File: config.mk
export PLATFORM = sky130hd
export DESIGN_NAME = in_system_flash_programming
export DESIGN_NICKNAME = d
export VERILOG_FILES = /design/src/flash_isp_pkg.sv /design/src/in_system_flash_programming.sv
export SDC_FILE = /design/constraint.sdc
export NUM_CORES = 1
export LEC_CHECK = 0
export BUFFER_PORTS_ARGS = -buffer_cell sky130_fd_sc_hd__buf_4
export CAP_MARGIN = 20
export CORE_ASPECT_RATIO = 1.2
export CORE_MARGIN = 10
export CORE_UTILIZATION = 40
export DETAILED_ROUTE_END_ITERATION = 7
export MAX_ROUTING_LAYER = met4
export PLACE_DENSITY_LB_ADDON = 0.08
export SLEW_MARGIN = 25
export SYNTH_ARGS = -nofsm -noshare
export SYNTH_HDL_FRONTEND = slang
export SYNTH_SLANG_ARGS = --single-unit
File: constraint.sdc
create_clock -name mclk -period 5.25 [get_ports mclk]
set_input_delay 0.2625 -clock mclk [delete_from_list [all_inputs] [get_ports mclk]]
set_output_delay 0.2625 -clock mclk [all_outputs]
set_load 0.05 [all_outputs]
File: src/flash_isp_pkg.sv
// Shared constants and types of the in-system flash programming sequencer.
// Assumes a 32-bit APB slave port and a byte-wide flash array outside the block.
`default_nettype none

package flash_isp_pkg;

	// ----------------------------------------------------------------
	// Register indices (byte address is four times the index)
	// ----------------------------------------------------------------
	localparam logic [7:0] IDX_CHIP_CONTROL       = 8'h9f;
	localparam logic [7:0] IDX_FLASH_TRIGGER      = 8'ha4;
	localparam logic [7:0] IDX_FLASH_COMMAND      = 8'ha5;
	localparam logic [7:0] IDX_FLASH_ADDRESS_LOW  = 8'ha6;
	localparam logic [7:0] IDX_FLASH_ADDRESS_HIGH = 8'ha7;
	localparam logic [7:0] IDX_FLASH_DATA         = 8'hae;

	// ----------------------------------------------------------------
	// Field positions and reset values
	// ----------------------------------------------------------------
	localparam int CC_FAULT_BIT   = 6;
	localparam int CC_LOADER_UPDATE_ENABLE_BIT   = 5;
	localparam int CC_ENABLE_BIT  = 0;
	localparam int TRIG_GO_BIT    = 0;
	localparam int CMD_AREA_MSB   = 7;
	localparam int CMD_AREA_LSB   = 6;
	localparam int CMD_OE_BIT     = 5;
	localparam int CMD_CE_BIT     = 4;
	localparam int CMD_FUNC_MSB   = 3;
	localparam logic [7:0] RESET_BYTE = 8'h00;

	// Function codes and target areas
	localparam logic [3:0] FUNC_ERASE   = 4'h2;
	localparam logic [3:0] FUNC_PROGRAM = 4'h1;
	localparam logic [3:0] FUNC_READ    = 4'h0;
	localparam logic [1:0] AREA_APP     = 2'h0;
	localparam logic [1:0] AREA_LOADER  = 2'h1;
	localparam logic [1:0] AREA_CONFIG  = 2'h3;
	localparam int CONFIG_BYTES = 4;

	// ----------------------------------------------------------------
	// Timing (least times, rounded up to whole clock cycles)
	// ----------------------------------------------------------------
	localparam int CLK_PERIOD_NS   = 100;
	localparam int ERASE_TIME_NS   = 5000000;
	localparam int PROGRAM_TIME_NS = 30000;
	localparam int READ_TIME_NS    = 200;
	localparam int ERASE_CYCLES    = (ERASE_TIME_NS + CLK_PERIOD_NS - 1) / CLK_PERIOD_NS;
	localparam int PROGRAM_CYCLES  = (PROGRAM_TIME_NS + CLK_PERIOD_NS - 1) / CLK_PERIOD_NS;
	localparam int READ_CYCLES     = (READ_TIME_NS + CLK_PERIOD_NS - 1) / CLK_PERIOD_NS;
	localparam int CNT_W           = 20;

	// ----------------------------------------------------------------
	// Types
	// ----------------------------------------------------------------
	typedef enum logic [1:0] {
		ST_IDLE = 2'b00,
		ST_RUN  = 2'b01,
		ST_DONE = 2'b11
	} seq_state_t;

	typedef enum logic [1:0] {
		OP_NONE    = 2'h0,
		OP_ERASE   = 2'h1,
		OP_PROGRAM = 2'h2,
		OP_READ    = 2'h3
	} flash_op_t;

	typedef struct packed {
		flash_op_t   op;
		logic [17:0] addr;
		logic [7:0]  wdata;
	} flash_req_t;

endpackage : flash_isp_pkg

`default_nettype wire

File: src/in_system_flash_programming.sv
// In-system flash programming sequencer: APB register file, legality check,
// CPU hold and erase/program/read timing toward an external flash array.
// Assumes the timed-access unlock, the array and its pump driver live outside.
//
// Notes on behaviour
// - Flash operations are possible only while the programming enable bit is set.
// - The programming enable bit also runs the internal RC oscillator.
// - Command register: address 17:16, output enable, chip enable, function code.
// - Writing one to the trigger bit starts the selected operation.
// - The CPU is held and hardware drives pump and timing while busy.
// - On completion the trigger bit clears and the CPU is released.
// - The trigger bit is write-only and reads back as zero.
// - Trigger and chip control writes act only when the unlock is open.
// - Data register feeds programming and captures read or verify data.
// - Fault when application code erases or programs the application area below the data flash base.
// - Fault when application code writes loader area with loader update off.
// - Fault when application code touches any option configuration byte.
// - Fault when loader code erases or programs the loader area.
// - Fault on oversize access or execution running into external memory.
// - Hardware only sets the fault flag; software clears it by writing.
// - Loader update enable decides whether application code may write loader area.
// - Codes 0010 erase, 0001 program, 0000 read with matching enable bits.
// - Page erase clears the 256-byte page chosen by the high address byte.
`timescale 1ns/1ps
`default_nettype none

module in_system_flash_programming #(
	parameter int ERASE_CYCLES    = flash_isp_pkg::ERASE_CYCLES,
	parameter int PROGRAM_CYCLES  = flash_isp_pkg::PROGRAM_CYCLES,
	parameter int READ_CYCLES     = flash_isp_pkg::READ_CYCLES,
	parameter int APP_BYTES       = 32768,
	parameter int DATA_FLASH_BASE = 28672,
	parameter int LOADER_BYTES    = 4096
) (
	input  wire logic                      mclk,
	input  wire logic                      rstn,
	input  wire logic                      psel,
	input  wire logic                      penable,
	input  wire logic                      pwrite,
	input  wire logic [11:0]               paddr,
	input  wire logic [31:0]               pwdata,
	output var  logic [31:0]               prdata,
	output var  logic                      pready,
	output var  logic                      pslverr,
	input  wire logic                      timedAccessOpen,
	input  wire logic                      codeInLoader,
	input  wire logic                      fetchExternal,
	input  wire logic [7:0]                flashRdData,
	output var  flash_isp_pkg::flash_req_t flashReq,
	output var  logic                      flashStrobe,
	output var  logic                      pumpEnable,
	output var  logic                      rcOscEnable,
	output var  logic                      cpuHold
);

	// ----------------------------------------------------------------
	// Functions
	// ----------------------------------------------------------------

	// Command byte to operation; unknown or standby codes give no operation
	function automatic flash_isp_pkg::flash_op_t decodeOp(input logic [7:0] cmd);
		logic       oe;
		logic       ce;
		logic [3:0] fn;
		oe = cmd[flash_isp_pkg::CMD_OE_BIT];
		ce = cmd[flash_isp_pkg::CMD_CE_BIT];
		fn = cmd[flash_isp_pkg::CMD_FUNC_MSB:0];
		if (oe && !ce && fn == flash_isp_pkg::FUNC_ERASE) begin
			decodeOp = flash_isp_pkg::OP_ERASE;
		end else if (oe && !ce && fn == flash_isp_pkg::FUNC_PROGRAM) begin
			decodeOp = flash_isp_pkg::OP_PROGRAM;
		end else if (!oe && !ce && fn == flash_isp_pkg::FUNC_READ) begin
			decodeOp = flash_isp_pkg::OP_READ;
		end else begin
			decodeOp = flash_isp_pkg::OP_NONE;
		end
	endfunction : decodeOp

	// Operation writes the array (erase or program)
	function automatic logic isWriteOp(input flash_isp_pkg::flash_op_t op);
		isWriteOp = (op == flash_isp_pkg::OP_ERASE) || (op == flash_isp_pkg::OP_PROGRAM);
	endfunction : isWriteOp

	// ----------------------------------------------------------------
	// Registers
	// ----------------------------------------------------------------
	logic                       faultReg;
	logic                       faultNext;
	logic                       loaderUpdateEnableReg;
	logic                       programmingEnableReg;
	logic [7:0]                 commandReg;
	logic [7:0]                 addressHighReg;
	logic [7:0]                 addressLowReg;
	logic [7:0]                 dataReg;
	logic                       goReg;
	flash_isp_pkg::seq_state_t  stateReg;
	flash_isp_pkg::seq_state_t  stateNext;
	logic [flash_isp_pkg::CNT_W-1:0] cntReg;
	logic [31:0]                prdataReg;
	logic                       preadyReg;
	logic                       pslverrReg;
	flash_isp_pkg::flash_req_t  reqReg;
	logic                       strobeReg;
	logic                       pumpReg;
	logic                       holdReg;

	// ----------------------------------------------------------------
	// APB decode
	// ----------------------------------------------------------------
	wire logic       accessPhase = psel && penable;
	wire logic       busDone     = accessPhase && preadyReg;
	wire logic [7:0] regIndex    = paddr[9:2];
	wire logic       addrHigh0   = (paddr[11:10] == 2'b00) && (paddr[1:0] == 2'b00);
	wire logic       hitChip     = addrHigh0 && regIndex == flash_isp_pkg::IDX_CHIP_CONTROL;
	wire logic       hitTrig     = addrHigh0 && regIndex == flash_isp_pkg::IDX_FLASH_TRIGGER;
	wire logic       hitCmd      = addrHigh0 && regIndex == flash_isp_pkg::IDX_FLASH_COMMAND;
	wire logic       hitAddrLo   = addrHigh0 && regIndex == flash_isp_pkg::IDX_FLASH_ADDRESS_LOW;
	wire logic       hitAddrHi   = addrHigh0 && regIndex == flash_isp_pkg::IDX_FLASH_ADDRESS_HIGH;
	wire logic       hitData     = addrHigh0 && regIndex == flash_isp_pkg::IDX_FLASH_DATA;
	wire logic       hitAny      = hitChip || hitTrig || hitCmd || hitAddrLo || hitAddrHi
	                               || hitData;
	wire logic       wrStrobe    = busDone && pwrite && hitAny;

	// Protected writes need the unlock window open at the completing edge
	wire logic chipWrite = wrStrobe && hitChip && timedAccessOpen;
	wire logic trigWrite = wrStrobe && hitTrig && timedAccessOpen;

	// Read multiplexer; trigger bit never reads back
	logic [7:0] readByte;
	always_comb begin
		readByte = 8'h00;
		if (hitChip) begin
			readByte[flash_isp_pkg::CC_FAULT_BIT]  = faultReg;
			readByte[flash_isp_pkg::CC_LOADER_UPDATE_ENABLE_BIT]  = loaderUpdateEnableReg;
			readByte[flash_isp_pkg::CC_ENABLE_BIT] = programmingEnableReg;
		end else if (hitCmd) begin
			readByte = commandReg;
		end else if (hitAddrLo) begin
			readByte = addressLowReg;
		end else if (hitAddrHi) begin
			readByte = addressHighReg;
		end else if (hitData) begin
			readByte = dataReg;
		end else begin
			readByte = 8'h00;
		end
	end

	// ----------------------------------------------------------------
	// Command decode and legality check
	// ----------------------------------------------------------------
	wire flash_isp_pkg::flash_op_t reqOp = decodeOp(commandReg);
	wire logic [1:0]  reqArea  = commandReg[flash_isp_pkg::CMD_AREA_MSB:flash_isp_pkg::CMD_AREA_LSB];
	wire logic [15:0] reqAddr  = {addressHighReg, addressLowReg};
	wire logic        reqWrite = isWriteOp(reqOp);
	wire logic        inApp    = reqArea == flash_isp_pkg::AREA_APP;
	wire logic        inLoader = reqArea == flash_isp_pkg::AREA_LOADER;
	wire logic        inConfig = reqArea == flash_isp_pkg::AREA_CONFIG;
	wire logic        appCode  = !codeInLoader;

	// Data flash shares the application address space above its base
	wire logic inDataFlash = inApp && (32'(reqAddr) >= DATA_FLASH_BASE);

	// Oversize: beyond the implemented area, or the unused area code
	wire logic oversize = (inApp && (32'(reqAddr) >= APP_BYTES))
	                      || (inLoader && (32'(reqAddr) >= LOADER_BYTES))
	                      || (inConfig && (reqOp == flash_isp_pkg::OP_ERASE)
	                          && addressHighReg != 8'h00)
	                      || (inConfig && (reqOp != flash_isp_pkg::OP_ERASE)
	                          && (32'(reqAddr) >= flash_isp_pkg::CONFIG_BYTES))
	                      || (reqArea == 2'h2);

	wire logic faultAppSelf   = appCode && reqWrite && inApp && !inDataFlash;
	wire logic faultLdrLocked = appCode && reqWrite && inLoader
	                            && !loaderUpdateEnableReg;
	wire logic faultConfig    = appCode && inConfig
	                            && reqOp != flash_isp_pkg::OP_NONE;
	wire logic faultLdrSelf   = codeInLoader && reqWrite && inLoader;
	wire logic faultSize      = (oversize && reqOp != flash_isp_pkg::OP_NONE)
	                            || fetchExternal;
	wire logic illegal        = faultAppSelf || faultLdrLocked || faultConfig
	                            || faultLdrSelf || faultSize;

	// Trigger is taken only when enabled and the sequencer is idle
	wire logic startOp = trigWrite && pwdata[flash_isp_pkg::TRIG_GO_BIT]
	                     && programmingEnableReg
	                     && stateReg == flash_isp_pkg::ST_IDLE;
	wire logic startRun   = startOp && !illegal && reqOp != flash_isp_pkg::OP_NONE;
	wire logic setFault   = startOp && illegal;

	// Erase targets a whole page, so the low address byte is dropped
	wire logic [15:0] pageAddr = (reqOp == flash_isp_pkg::OP_ERASE)
	                             ? {addressHighReg, 8'h00} : reqAddr;

	// Operation length in cycles
	wire logic [flash_isp_pkg::CNT_W-1:0] opCycles =
		(reqOp == flash_isp_pkg::OP_ERASE)   ? flash_isp_pkg::CNT_W'(ERASE_CYCLES) :
		(reqOp == flash_isp_pkg::OP_PROGRAM) ? flash_isp_pkg::CNT_W'(PROGRAM_CYCLES) :
		                                       flash_isp_pkg::CNT_W'(READ_CYCLES);

	wire logic runLast = stateReg == flash_isp_pkg::ST_RUN
	                     && cntReg == flash_isp_pkg::CNT_W'(1);

	// Fault flag: a hardware set in the same cycle as a clear wins
	assign faultNext = setFault ? 1'b1
	                 : chipWrite ? pwdata[flash_isp_pkg::CC_FAULT_BIT]
	                 : faultReg;

	// ----------------------------------------------------------------
	// Sequencer next state
	// ----------------------------------------------------------------
	always_comb begin
		case (stateReg)
			flash_isp_pkg::ST_IDLE: begin
				if (startRun) begin
					stateNext = flash_isp_pkg::ST_RUN;
				end else if (startOp) begin
					stateNext = flash_isp_pkg::ST_DONE;
				end else begin
					stateNext = flash_isp_pkg::ST_IDLE;
				end
			end
			flash_isp_pkg::ST_RUN: begin
				stateNext = runLast ? flash_isp_pkg::ST_DONE : flash_isp_pkg::ST_RUN;
			end
			flash_isp_pkg::ST_DONE: begin
				stateNext = flash_isp_pkg::ST_IDLE;
			end
			default: begin
				stateNext = flash_isp_pkg::ST_IDLE;
			end
		endcase
	end

	// ----------------------------------------------------------------
	// APB answer: one wait state, registered data and error
	// ----------------------------------------------------------------
	always_ff @(posedge mclk or negedge rstn) begin
		if (!rstn) begin
			preadyReg  <= 1'b0;
			pslverrReg <= 1'b0;
			prdataReg  <= 32'h0000_0000;
		end else begin
			preadyReg  <= accessPhase && !preadyReg;
			pslverrReg <= accessPhase && !preadyReg && !hitAny;
			prdataReg  <= (accessPhase && !preadyReg && !pwrite) ? {24'h00_0000, readByte}
			                                                     : 32'h0000_0000;
		end
	end

	// ----------------------------------------------------------------
	// Software registers
	// ----------------------------------------------------------------

	// Chip control is protected; other bits of that byte are not ours
	always_ff @(posedge mclk or negedge rstn) begin
		if (!rstn) begin
			faultReg              <= 1'b0;
			loaderUpdateEnableReg <= 1'b0;
			programmingEnableReg  <= 1'b0;
		end else begin
			faultReg <= faultNext;
			if (chipWrite) begin
				loaderUpdateEnableReg <= pwdata[flash_isp_pkg::CC_LOADER_UPDATE_ENABLE_BIT];
				programmingEnableReg  <= pwdata[flash_isp_pkg::CC_ENABLE_BIT];
			end
		end
	end

	// Command and address bytes, loaded by software before a trigger
	always_ff @(posedge mclk or negedge rstn) begin
		if (!rstn) begin
			commandReg     <= flash_isp_pkg::RESET_BYTE;
			addressHighReg <= flash_isp_pkg::RESET_BYTE;
			addressLowReg  <= flash_isp_pkg::RESET_BYTE;
		end else begin
			if (wrStrobe && hitCmd) begin
				commandReg <= pwdata[7:0];
			end
			if (wrStrobe && hitAddrHi) begin
				addressHighReg <= pwdata[7:0];
			end
			if (wrStrobe && hitAddrLo) begin
				addressLowReg <= pwdata[7:0];
			end
		end
	end

	// Data byte: software value, replaced by the array byte after a read
	always_ff @(posedge mclk or negedge rstn) begin
		if (!rstn) begin
			dataReg <= flash_isp_pkg::RESET_BYTE;
		end else if (runLast && reqReg.op == flash_isp_pkg::OP_READ) begin
			dataReg <= flashRdData;
		end else if (wrStrobe && hitData) begin
			dataReg <= pwdata[7:0];
		end
	end

	// ----------------------------------------------------------------
	// Sequencer, counter and flash drive
	// ----------------------------------------------------------------
	always_ff @(posedge mclk or negedge rstn) begin
		if (!rstn) begin
			stateReg <= flash_isp_pkg::ST_IDLE;
			cntReg   <= '0;
			goReg    <= 1'b0;
		end else begin
			stateReg <= stateNext;
			if (startRun) begin
				cntReg <= opCycles;
			end else if (stateReg == flash_isp_pkg::ST_RUN) begin
				cntReg <= cntReg - flash_isp_pkg::CNT_W'(1);
			end
			if (startOp) begin
				goReg <= 1'b1;
			end else if (stateReg == flash_isp_pkg::ST_DONE) begin
				goReg <= 1'b0;
			end
		end
	end

	// Array request latched at the start; the array only acts on a strobe,
	// so a refused operation never reaches it
	always_ff @(posedge mclk or negedge rstn) begin
		if (!rstn) begin
			reqReg      <= '0;
			strobeReg   <= 1'b0;
			pumpReg     <= 1'b0;
			holdReg     <= 1'b0;
		end else begin
			if (startRun) begin
				reqReg.op    <= reqOp;
				reqReg.addr  <= {reqArea, pageAddr};
				reqReg.wdata <= dataReg;
			end
			strobeReg <= startRun || (stateReg == flash_isp_pkg::ST_RUN && !runLast);
			pumpReg   <= (startRun && reqWrite)
			             || (pumpReg && !runLast);
			holdReg   <= startOp || (holdReg && stateReg != flash_isp_pkg::ST_DONE);
		end
	end

	// ----------------------------------------------------------------
	// Outputs, all from flip-flops
	// ----------------------------------------------------------------
	assign prdata      = prdataReg;
	assign pready      = preadyReg;
	assign pslverr     = pslverrReg;
	assign flashReq    = reqReg;
	assign flashStrobe = strobeReg;
	assign pumpEnable  = pumpReg;
	assign rcOscEnable = programmingEnableReg;
	assign cpuHold     = holdReg;

	// ----------------------------------------------------------------
	// Assertions
	// ----------------------------------------------------------------
	AST_TRIGGER_READS_ZERO: assert property (@(posedge mclk) disable iff (!rstn)
		busDone && !pwrite && hitTrig |-> prdata == 32'h0000_0000)
		else $error("trigger register read back non-zero");

	AST_HOLD_ON_START: assert property (@(posedge mclk) disable iff (!rstn)
		startRun |=> cpuHold && flashStrobe [*2])
		else $error("cpu not held while operation runs");

	AST_RELEASE_AFTER_DONE: assert property (@(posedge mclk) disable iff (!rstn)
		stateReg == flash_isp_pkg::ST_DONE |=> !cpuHold && !goReg)
		else $error("cpu or trigger not released after completion");

	AST_ILLEGAL_NO_FLASH: assert property (@(posedge mclk) disable iff (!rstn)
		setFault |=> faultReg && cpuHold && !flashStrobe ##1 !cpuHold && !flashStrobe)
		else $error("illegal operation reached the array or hung");

	AST_LOCKED_CHIP_WRITE: assert property (@(posedge mclk) disable iff (!rstn)
		wrStrobe && hitChip && !timedAccessOpen |=> $stable(programmingEnableReg))
		else $error("chip control changed without unlock");

	AST_DISABLED_NO_START: assert property (@(posedge mclk) disable iff (!rstn)
		trigWrite && !programmingEnableReg && !cpuHold |=> !cpuHold)
		else $error("operation started while disabled");

	AST_ERASE_PAGE_ALIGN: assert property (@(posedge mclk) disable iff (!rstn)
		flashStrobe && flashReq.op == flash_isp_pkg::OP_ERASE |-> flashReq.addr[7:0] == 8'h00)
		else $error("erase address not page aligned");

	AST_FAULT_STICKY: assert property (@(posedge mclk) disable iff (!rstn)
		faultReg && !chipWrite |=> faultReg)
		else $error("fault flag cleared by hardware");

	AST_READ_CAPTURE: assert property (@(posedge mclk) disable iff (!rstn)
		runLast && reqReg.op == flash_isp_pkg::OP_READ |=> dataReg == $past(flashRdData))
		else $error("read byte not captured");

	AST_PUMP_WRITE_ONLY: assert property (@(posedge mclk) disable iff (!rstn)
		pumpEnable |-> cpuHold && isWriteOp(flashReq.op))
		else $error("pump on outside erase or program");

endmodule : in_system_flash_programming

`default_nettype wire

* Word level (Yosys, flattened, before mapping)
Index checks and enable logic that the tools add are counted.
Widths: inputs -> output; s select.
** Operators by class
- Reductions and logical operators :: 94
- Equality and inequality tests :: 18
- Multiplexer cells :: 25
- Div/mod/pow operators :: 0
- Shift-type cells :: 0
- Bitwise gates (word level) :: 0
- $add $sub $neg :: 1
- Multiply operators :: 0
- Magnitude comparators :: 4
** Operators by type and width (number)
- $mux 8 :: 8
- $logic_and 1x1->1 :: 56
- $eq 8x8->1 const B :: 6
- $mux 20 :: 2
- $eq 20x1->1 const B :: 1
- $sub 20x1->20 const B :: 1
- $logic_or 1x1->1 :: 18
- $ge 16x13->1 const B :: 1
- $ge 16x15->1 const B :: 1
- $ge 16x16->1 const B :: 1
- $ge 16x3->1 const B :: 1
- $mux 16 :: 1
- $mux 2 :: 7
- $logic_not 1->1 :: 10
- $mux 9 :: 1
- $eq 2x2->1 const B :: 4
- $logic_not 2->1 :: 4
- $reduce_bool 2->1 :: 4
- $reduce_bool 8->1 :: 1
- $eq 2x1->1 const B :: 3
- $eq 4x1->1 const B :: 1
- $eq 4x2->1 const B :: 1
- $logic_not 4->1 :: 1
- $mux 1 :: 4
- other kinds (4) :: 4
** Word-level totals
- Word-level logic and storage cells :: 160
- Input port bits :: 60
- Memory bits (read-only) :: 0
- Output and inout bits :: 66
- Bits in writable memories :: 0
- Latch bits :: 0
- Memories :: 0
- Register bits after elaboration :: 98

* Longest topological paths before layout
Gate-level depths: netlist of the first run.
- Depth after elaboration :: 20
- Gate-level depth with buffers :: 11
- Depth with buffers taken out :: 9

* Worst setup path before layout of the first run
No wires, ideal clock.
- Path kind :: reg-to-reg
- Start point :: register commandReg[4]
- End point :: register reqReg (netlist bit flashReq[17])
- Required time :: 5.125 ns
- Buffers on the path :: 1
- Arrival time :: 2.783 ns
- Cell stages (with the launch flop) :: 11
- Setup slack :: 2.342 ns
- Cells stage by stage :: dfrtp_1 -> or4_1 -> nor2_1 -> inv_1 -> ha_1 -> nand2b_1 -> a21oi_1 -> a2111oi_4 -> nand4_4 -> buf_6 -> mux2_4
** On the way
- Word-level cells in the longest chain between the ends :: 18
- Elaborated cells on any way between the ends :: 38
- Those cells by class :: eq/ne: 3; mux: 3; reduce/logical: 32
** RTL lines
- start: declaration :: RTL line in_system_flash_programming.sv:91 : logic [7:0] commandReg;
- start signal: assignment :: RTL line in_system_flash_programming.sv:273 : commandReg <= flash_isp_pkg::RESET_BYTE;
- start signal: assignment :: RTL line in_system_flash_programming.sv:278 : commandReg <= pwdata[7:0];
- $logic_not 1->1 * :: RTL line in_system_flash_programming.sv:68, in_system_flash_programming.sv:70, in_system_flash_programming.sv:72
- $logic_and 1x1->1 (2 in a row) :: RTL line in_system_flash_programming.sv:72 : end else if (!oe && !ce && fn == flash_isp_pkg::FUNC_READ) begin
- $mux 2 :: RTL line in_system_flash_programming.sv:72
- $mux 2 :: RTL line in_system_flash_programming.sv:70 : end else if (oe && !ce && fn == flash_isp_pkg::FUNC_PROGRAM) begin
- $mux 2 * :: RTL line in_system_flash_programming.sv:68 : if (oe && !ce && fn == flash_isp_pkg::FUNC_ERASE) begin
- net reqOp[1] :: RTL line in_system_flash_programming.sv:152 : wire flash_isp_pkg::flash_op_t reqOp = decodeOp(commandReg);
- $eq 2x1->1 or $eq 2x2->1 (tied branches) :: RTL line in_system_flash_programming.sv:81, in_system_flash_programming.sv:167
- $logic_or 1x1->1 or $logic_and 1x1->1 (tied branches) :: RTL line in_system_flash_programming.sv:81, in_system_flash_programming.sv:167
- $logic_and 1x1->1, on equally long branches :: RTL line in_system_flash_programming.sv:173, in_system_flash_programming.sv:174, in_system_flash_programming.sv:168
- $logic_and 1x1->1, or another cell as far along (2 in a row) :: RTL line in_system_flash_programming.sv:173 : wire logic faultAppSelf = appCode && reqWrite && inApp && !inDataFlash;
- $logic_or 1x1->1, on equally long branches :: RTL line in_system_flash_programming.sv:181, in_system_flash_programming.sv:171
- $logic_or 1x1->1 or $logic_and 1x1->1 (tied branches) :: RTL line in_system_flash_programming.sv:181, in_system_flash_programming.sv:179
- $logic_or 1x1->1, on equally long branches :: RTL line in_system_flash_programming.sv:182, in_system_flash_programming.sv:180
- $logic_or 1x1->1 :: RTL line in_system_flash_programming.sv:182 : || faultLdrSelf || faultSize;
- $logic_not 1->1 :: RTL line in_system_flash_programming.sv:188 : wire logic startRun = startOp && !illegal && reqOp != flash_isp_pkg::OP_NONE;
- $logic_and 1x1->1 :: RTL line in_system_flash_programming.sv:188
- $logic_and 1x1->1 * :: RTL line in_system_flash_programming.sv:188
- end: declaration :: RTL line in_system_flash_programming.sv:102 : flash_isp_pkg::flash_req_t reqReg;
Mark *: on every way through the listed nets, which the timed path passes. The rest lies on a longest branch.
A chain may end at the register's enable or synchronous reset.

* Final worst setup path of the first run
- Start point :: register commandReg[4]
- End point :: register reqReg (netlist bit flashReq[9])
** On the way
- Word-level cells in the longest chain between the ends :: 18
- Elaborated cells on any way between the ends :: 39
- Those cells by class :: eq/ne: 3; mux: 4; reduce/logical: 32
** RTL lines (RTL line)
- $logic_not 1->1 * :: in_system_flash_programming.sv:68, in_system_flash_programming.sv:70, in_system_flash_programming.sv:72
- $logic_and 1x1->1 (2 in a row) :: in_system_flash_programming.sv:72
- $mux 2 :: in_system_flash_programming.sv:72
- $mux 2 :: in_system_flash_programming.sv:70
- $mux 2 * :: in_system_flash_programming.sv:68
- net reqOp[1] :: in_system_flash_programming.sv:152
- $eq 2x1->1 or $eq 2x2->1 (tied branches) :: in_system_flash_programming.sv:81, in_system_flash_programming.sv:167, in_system_flash_programming.sv:192
- $logic_or 1x1->1 or $logic_and 1x1->1 (tied branches) :: in_system_flash_programming.sv:81, in_system_flash_programming.sv:167
- $logic_and 1x1->1, on equally long branches :: in_system_flash_programming.sv:173, in_system_flash_programming.sv:174, in_system_flash_programming.sv:168
- $logic_and 1x1->1, or another cell as far along (2 in a row) :: in_system_flash_programming.sv:173
- $logic_or 1x1->1, on equally long branches :: in_system_flash_programming.sv:181, in_system_flash_programming.sv:171
- $logic_or 1x1->1 or $logic_and 1x1->1 (tied branches) :: in_system_flash_programming.sv:181, in_system_flash_programming.sv:179
- $logic_or 1x1->1, on equally long branches :: in_system_flash_programming.sv:182, in_system_flash_programming.sv:180
- $logic_or 1x1->1 :: in_system_flash_programming.sv:182
- $logic_not 1->1 :: in_system_flash_programming.sv:188
- $logic_and 1x1->1 (2 in a row) :: in_system_flash_programming.sv:188
Marks and branches as above.

==> results of run 1 <==
## layer usage
layer / vias up / share of wire, %
li1: 1644 / -
met1: 1779 / 41
met2: 62 / 55
met3: 18 / 2.3
met4: 0 / 1.9
met5: - / 0
## cell type report
type / instances / area (sq um) / area share (%)
clock inverter: 5 / 78.8 / 1.31
clock buffer: 10 / 239 / 3.98
tap: 164 / 205 / 3.42
timing repair buffer: 80 / 603 / 10.0
multi-input combinational: 304 / 2390 / 39.8
sequential: 98 / 2450 / 40.9
inverter: 10 / 37.5 / 0.625
## stage by stage
step | util (%) | total power [mW]
after floorplan | - | 0.850
after global placement | 45.2 | 0.886
after detailed placement | 45.2 | 0.887
after CTS | 47.8 | 1.61
after global routing | 47.8 | 1.63
final | 47.8 | 1.58
## flip-flops by register name, indices dropped and copies added (netlist names)
signal / flops
flashReq: 28
cntReg: 20
addressHighReg: 8
addressLowReg: 8
commandReg: 8
dataReg: 8
prdata: 8
stateReg: 2
cpuHold: 1
faultReg: 1
flashStrobe: 1
loaderUpdateEnableReg: 1
pready: 1
pslverr: 1
pumpEnable: 1
rcOscEnable: 1
## what timing repair did
item | CTS | global route
setup endpoints to repair | 0 | 0
resized for setup | 0 | 0
hold buffers | 1 | 0
endpoints found under the hold margin | 45 | 0
buffers inserted | 0 | 0
## power groups by stage
| stage | Combinational, mW | Sequential (mW) | Clock (mW) |
|---|---|---|---|
| after global placement | 0.110 | 0.776 | 0 |
| after global routing | 0.119 | 0.762 | 0.753 |
| after floorplan | 0.0716 | 0.778 | 0 |
| final | 0.110 | 0.762 | 0.712 |
| after detailed placement | 0.111 | 0.777 | 0 |
| after CTS | 0.112 | 0.762 | 0.733 |
## synthesized netlist by cell type, drive strengths merged (2+ instances only)
master	instances	area, sq um
o21ai	5	25.0
a31o	2	17.5
o31ai	2	15.0
a21oi	5	25.0
nand2	27	101
buf	36	272
ha	4	50.1
or3	4	25.0
clkbuf	6	22.5
and2	3	18.8
mux2	76	912
o211ai	6	45.0
inv	10	37.5
nor4	10	105
nor3	6	30.0
nand2b	4	25.0
nor2	26	100
mux2i	3	30.0
nand4b	2	17.5
nor3b	2	15.0
a22oi	5	37.5
or2	5	31.3
xor2	8	70.1
and3	6	40.0
xnor2	5	43.8
nor4b	3	26.3
nand3b	2	15.0
nor2b	12	75.1
a22o	9	78.8
o22ai	2	12.5
nand3	5	25.0
or4	4	33.8
dfrtp	98	2450
a31oi	3	18.8
nand4	8	65.1
## worst max path at each step
stage / startpoint / endpoint / cells past startpoint
floorplan: commandReg[4] / flashReq[17] / 10
global route: commandReg[4] / flashReq[9] / 9
global placement: commandReg[4] / flashReq[19] / 9
CTS: commandReg[4] / flashReq[24] / 9
detailed placement: commandReg[4] / flashReq[18] / 9
finish: commandReg[4] / flashReq[9] / 9
## cell families after synthesis
family | share of synthesized area, %
AOI/OAI and AO/OA | 7.31
xor gates and xnor gates | 2.24
adders and majority gates | 0.985
buffers and inverters | 6.52
DFF | 48.2
muxes | 18.5
other | 0.0738
and+or+nand+nor | 16.1
==> qor.csv, run 1 <==
metric,value,unit
clock sink count,98,
Yosys reg bits,98,
Switch Pwr,367,uW
Static Leak,2.93,nW
pin count of the biggest net entering global routing,54,
Core Footprint,12600,sq um
Most used DFF post-synth,dfrtp_1,
area grow syn2layout,18.1,%
die area,17600,sq um
Cell Rows,45,
Fill cells,1160,
nets,567,
port buffer count,77,
"most common cell after layout, fill and taps aside",dfrtp_1,
Routed WL,13.2,mm
I/O pins,126,
Period minus WS final,3.82,ns
Area after DPL,5670,sq um
highest-count cells in the layout ignoring fill and taps,"dfrtp_1, buf_4, mux2_2",
HPWL after DPL,9.77,mm
Slew @ Worst Pin,0.958,ns
cell family with most CP delay,simple AND/OR/NAND/NOR gates,
Initial Utilization,40.5,%
busiest grt layer,met2,
switching part of the total,23.2,%
Clock Skew,0.00411,ns
CTS H-tree lvls,3,
final hold violation count,0,
Hold Path Class,in2reg,
Synth Cell Area,5080,sq um
Final WS setup,1.43,ns
GR Util All Layers,15.5,%
hold depth,2,
VDD IR max,0.134,mV
Critical Path Fanout Max,32,
internal power,1.22,mW
Setup crit start kind,register,
register area share after synthesis,48.2,%
number of remaining DRC errors,0,
CP max stage cell,nand4_4,
Die H,143,microns
non-filler instance count after layout,671,
fmax,262,MHz
pwr dens,264,nW/um^2
Final period util,72.7,%
First-pass DRT Iterations,4,
CTS tree,done,
RSZ-0062 raised after global routing,no,
syn avg cell area,11.8,sq um
share of layout cells above drive strength 1,35.3,%
max-slew violation count,0,
Post-synth EDFFs,0,
met1 Use GR,17.3,%
kind of critical path,reg2reg,
R2R cell count,9,
Crit. End Element,register,
# Max-Cap Violations,0,
n_diodes,0,
clock power share,44.9,%
Comb pwr share,7.0,%
wire per inst,19.6,microns
Critical R2R Capture,flashReq[9],
Setup TNS Final,0,ns
status,finished clean,
vias in the first global route,3842,
Ys Warns,0,
first-pass GRT wire length,20.5,mm
GRT Residual Overflow,0,
vias,3503,
"Async S/R FF share, synth",100,%
worst hold path endpoint,dataReg[2],
Num CTS Buffers,9,
die span in x,123,microns
hold slack,0.149,ns
clk_lat worst skew,0.34,ns
met2 GRT Util,27.5,%
CP required,5.47,ns
cell count after synthesis,431,
vias per cell,5.22,
worst path arrival time,4.04,ns
largest stage delay on the critical path,0.71,ns
initial antenna violation count,0,
GRT met3 Usage,1.81,%
GP Congestion,0.812,
cell area after layout,6000,sq um
relative slew slack,35.6,%
reg-to-reg startpoint,commandReg[4],
worst reg2reg setup slack,1.43,ns
Hold Crit Start,flashRdData[2],
"antenna viol nets, final",0,
CP Cell Sequence,or4_1 -> nor2_1 -> inv_1 -> ha_1 -> nand2b_1 -> a21oi_1 -> a2111oi_4 -> nand4_4 -> mux2_4,
"CTS clk-pin slew, worst paths",0.07,ns
pre-CTS setup slack,1.41,ns
drt initial violations,147,
CTS Buffer Depth,2,
placed insts,655,
Synth cell types,66,
Setup Viol. Count Final,0,
Seq pwr share,48.1,%
Worst Path Buf+Inv,1,
CTS root buf,clkbuf_16,
(Power assumes the default switching activity.)
==> run 2: changes to the inputs <==
clock period = 3.5 ns   (was 5.25 ns; I/O delays follow)
==> qor.csv, run 2 (synthesis results as in run 1) <==
metric,value,unit,change
"antenna viol nets, final",0,,unchanged
GR Util All Layers,15.3,%,-0.21 points
HPWL after DPL,9.85,mm,+0.89%
share of layout cells above drive strength 1,36.0,%,+0.69 points
RSZ-0062 raised after global routing,no,,
GP Congestion,0.811,,-0.12%
die area,17600,sq um,unchanged
Worst Path Buf+Inv,2,,+1
Clock Skew,0.00780,ns,+0.00369 ns
CP required,3.73,ns,-1.74 ns
Period minus WS final,3.14,ns,-0.675 ns
kind of critical path,reg2reg,,
status,finished clean,,
First-pass DRT Iterations,4,,unchanged
VDD IR max,0.195,mV,+45%
Cell Rows,45,,unchanged
sequential cell area,2450,sq um,unchanged
Setup crit start kind,register,,
"most common cell after layout, fill and taps aside",dfrtp_1,,
wire per inst,19.1,microns,-2.7%
CTS Buffer Depth,2,,unchanged
clock sink count,98,,unchanged
CTS H-tree lvls,3,,unchanged
relative slew slack,39.3,%,+3.7 points
CP Cell Sequence,or4_1 -> nor2_1 -> inv_1 -> ha_1 -> nand2b_1 -> a311oi_1 -> a2111oi_4 -> nand4_4 -> buf_4 -> mux2_2,,
Initial Utilization,40.5,%,unchanged
die span in x,123,microns,unchanged
drt initial violations,152,,+3.4%
worst path arrival time,3.37,ns,-0.67 ns
pre-CTS setup slack,0.330,ns,-1.08 ns
final hold violation count,0,,unchanged
clk_lat worst skew,0.34,ns,about the same
Static Leak,2.94,nW,+0.38%
largest stage delay on the critical path,0.54,ns,-0.17 ns
area grow syn2layout,18.6,%,
max FFs per register,28,,unchanged
CP max stage cell,or4_1,,
multi-input combinational cell area,2390,sq um,unchanged
Setup Viol. Count Final,0,,unchanged
Crit. End Element,register,,
number of remaining DRC errors,0,,unchanged
GRT Residual Overflow,0,,unchanged
Num CTS Buffers,9,,unchanged
first-pass GRT wire length,20.3,mm,-1.0%
I/O pins,126,,unchanged
n_diodes,0,,unchanged
# Max-Cap Violations,0,,unchanged
cell family with most CP delay,simple AND/OR/NAND/NOR gates,,
Die H,143,microns,unchanged
initial antenna violation count,0,,unchanged
"CTS clk-pin slew, worst paths",0.07,ns,about the same
pin count of the biggest net entering global routing,81,,+50%
Core Footprint,12600,sq um,unchanged
Hold Path Class,in2reg,,
Fill cells,1188,,+2.4%
CTS tree,done,,
Routed WL,12.9,mm,-1.7%
Final period util,89.8,%,+17 points
vias per cell,5.17,,-0.95%
fmax,318,MHz,+21%
Critical Path Fanout Max,20,,-38%
pwr dens,380,nW/um^2,+44%
CTS root buf,clkbuf_16,,
Setup TNS Final,0,ns,unchanged
vias,3506,,+0.086%
Final WS setup,0.358,ns,-1.07 ns
nets,573,,+1.1%
Slew @ Worst Pin,0.910,ns,-0.0476 ns
vias in the first global route,3840,,-0.052%
port buffer count,77,,unchanged
highest-count cells in the layout ignoring fill and taps,"dfrtp_1, buf_4, mux2_2",,
max-slew violation count,0,,unchanged
-- run 2: worst paths after layout --
path,start,to,slack [ns],depth (start not counted)
worst min-delay path,flashRdData[4],dataReg[4],0.06,2
max in group asynchronous,rstn,commandReg[2],2.32,3
worst max-delay path,commandReg[4],cntReg[5],0.36,10
worst max register to register,commandReg[4],cntReg[5],0.36,10
worst min register to register,pready,pready,0.48,1
min in group asynchronous,rstn,cntReg[5],0.44,2
-- run 2: metal layers --
| metal | share of wire [%] | track usage (%) | up-vias |
|---|---|---|---|
| li1 | - | - | 1658 |
| met1 | 41 | 16.7 | 1762 |
| met2 | 55 | 27.2 | 61 |
| met3 | 2.4 | 2.47 | 25 |
| met4 | 2.0 | 5.65 | 0 |
| met5 | 0 | - | - |
-- run 2: repair_timing --
| item | in CTS | in global routing |
|---|---|---|
| gates resized for setup | 0 | 0 |
| hold buffers | 0 | 1 |
| hold endpoints to repair | 0 | 79 |
| setup buffers | 0 | 0 |
-- run 2: area by class of cell --
cell class                      count  area share [%]
Tap cell                          164            3.40
Sequential cell                    98            40.7
Clock buffer                       10            3.80
Timing Repair Buffer               86            10.8
Clock inverter                      6            1.12
Inverter                           10           0.623
Multi-Input combinational cell    304            39.6
-- run 2: through the flow --
| stage | area, sq um | hold WS, ns | power, mW | utilization [%] | std cells |
|---|---|---|---|---|---|
| 6_report | 6030 | 0.0610 | 2.29 | 48.0 | 678 |
| 3_5_place_dp | 5720 | 0.411 | 1.33 | 45.6 | 661 |
| 3_3_place_gp | 5720 | 0.408 | 1.33 | 45.6 | 661 |
| 4_1_cts | 6020 | 0.0522 | 2.32 | 47.9 | 677 |
| 5_1_grt | 6030 | 0.0544 | 2.37 | 48.0 | 678 |
| 2_1_floorplan | 5170 | -0.121 | 1.27 | - | 454 |
-- run 2: where the power goes --
part	internal [mW]	switching [mW]	total [mW]
logic	0.0469	0.119	0.166
clock network	0.555	0.428	0.983
registers	1.14	0.00487	1.14
total	1.74	0.552	2.29
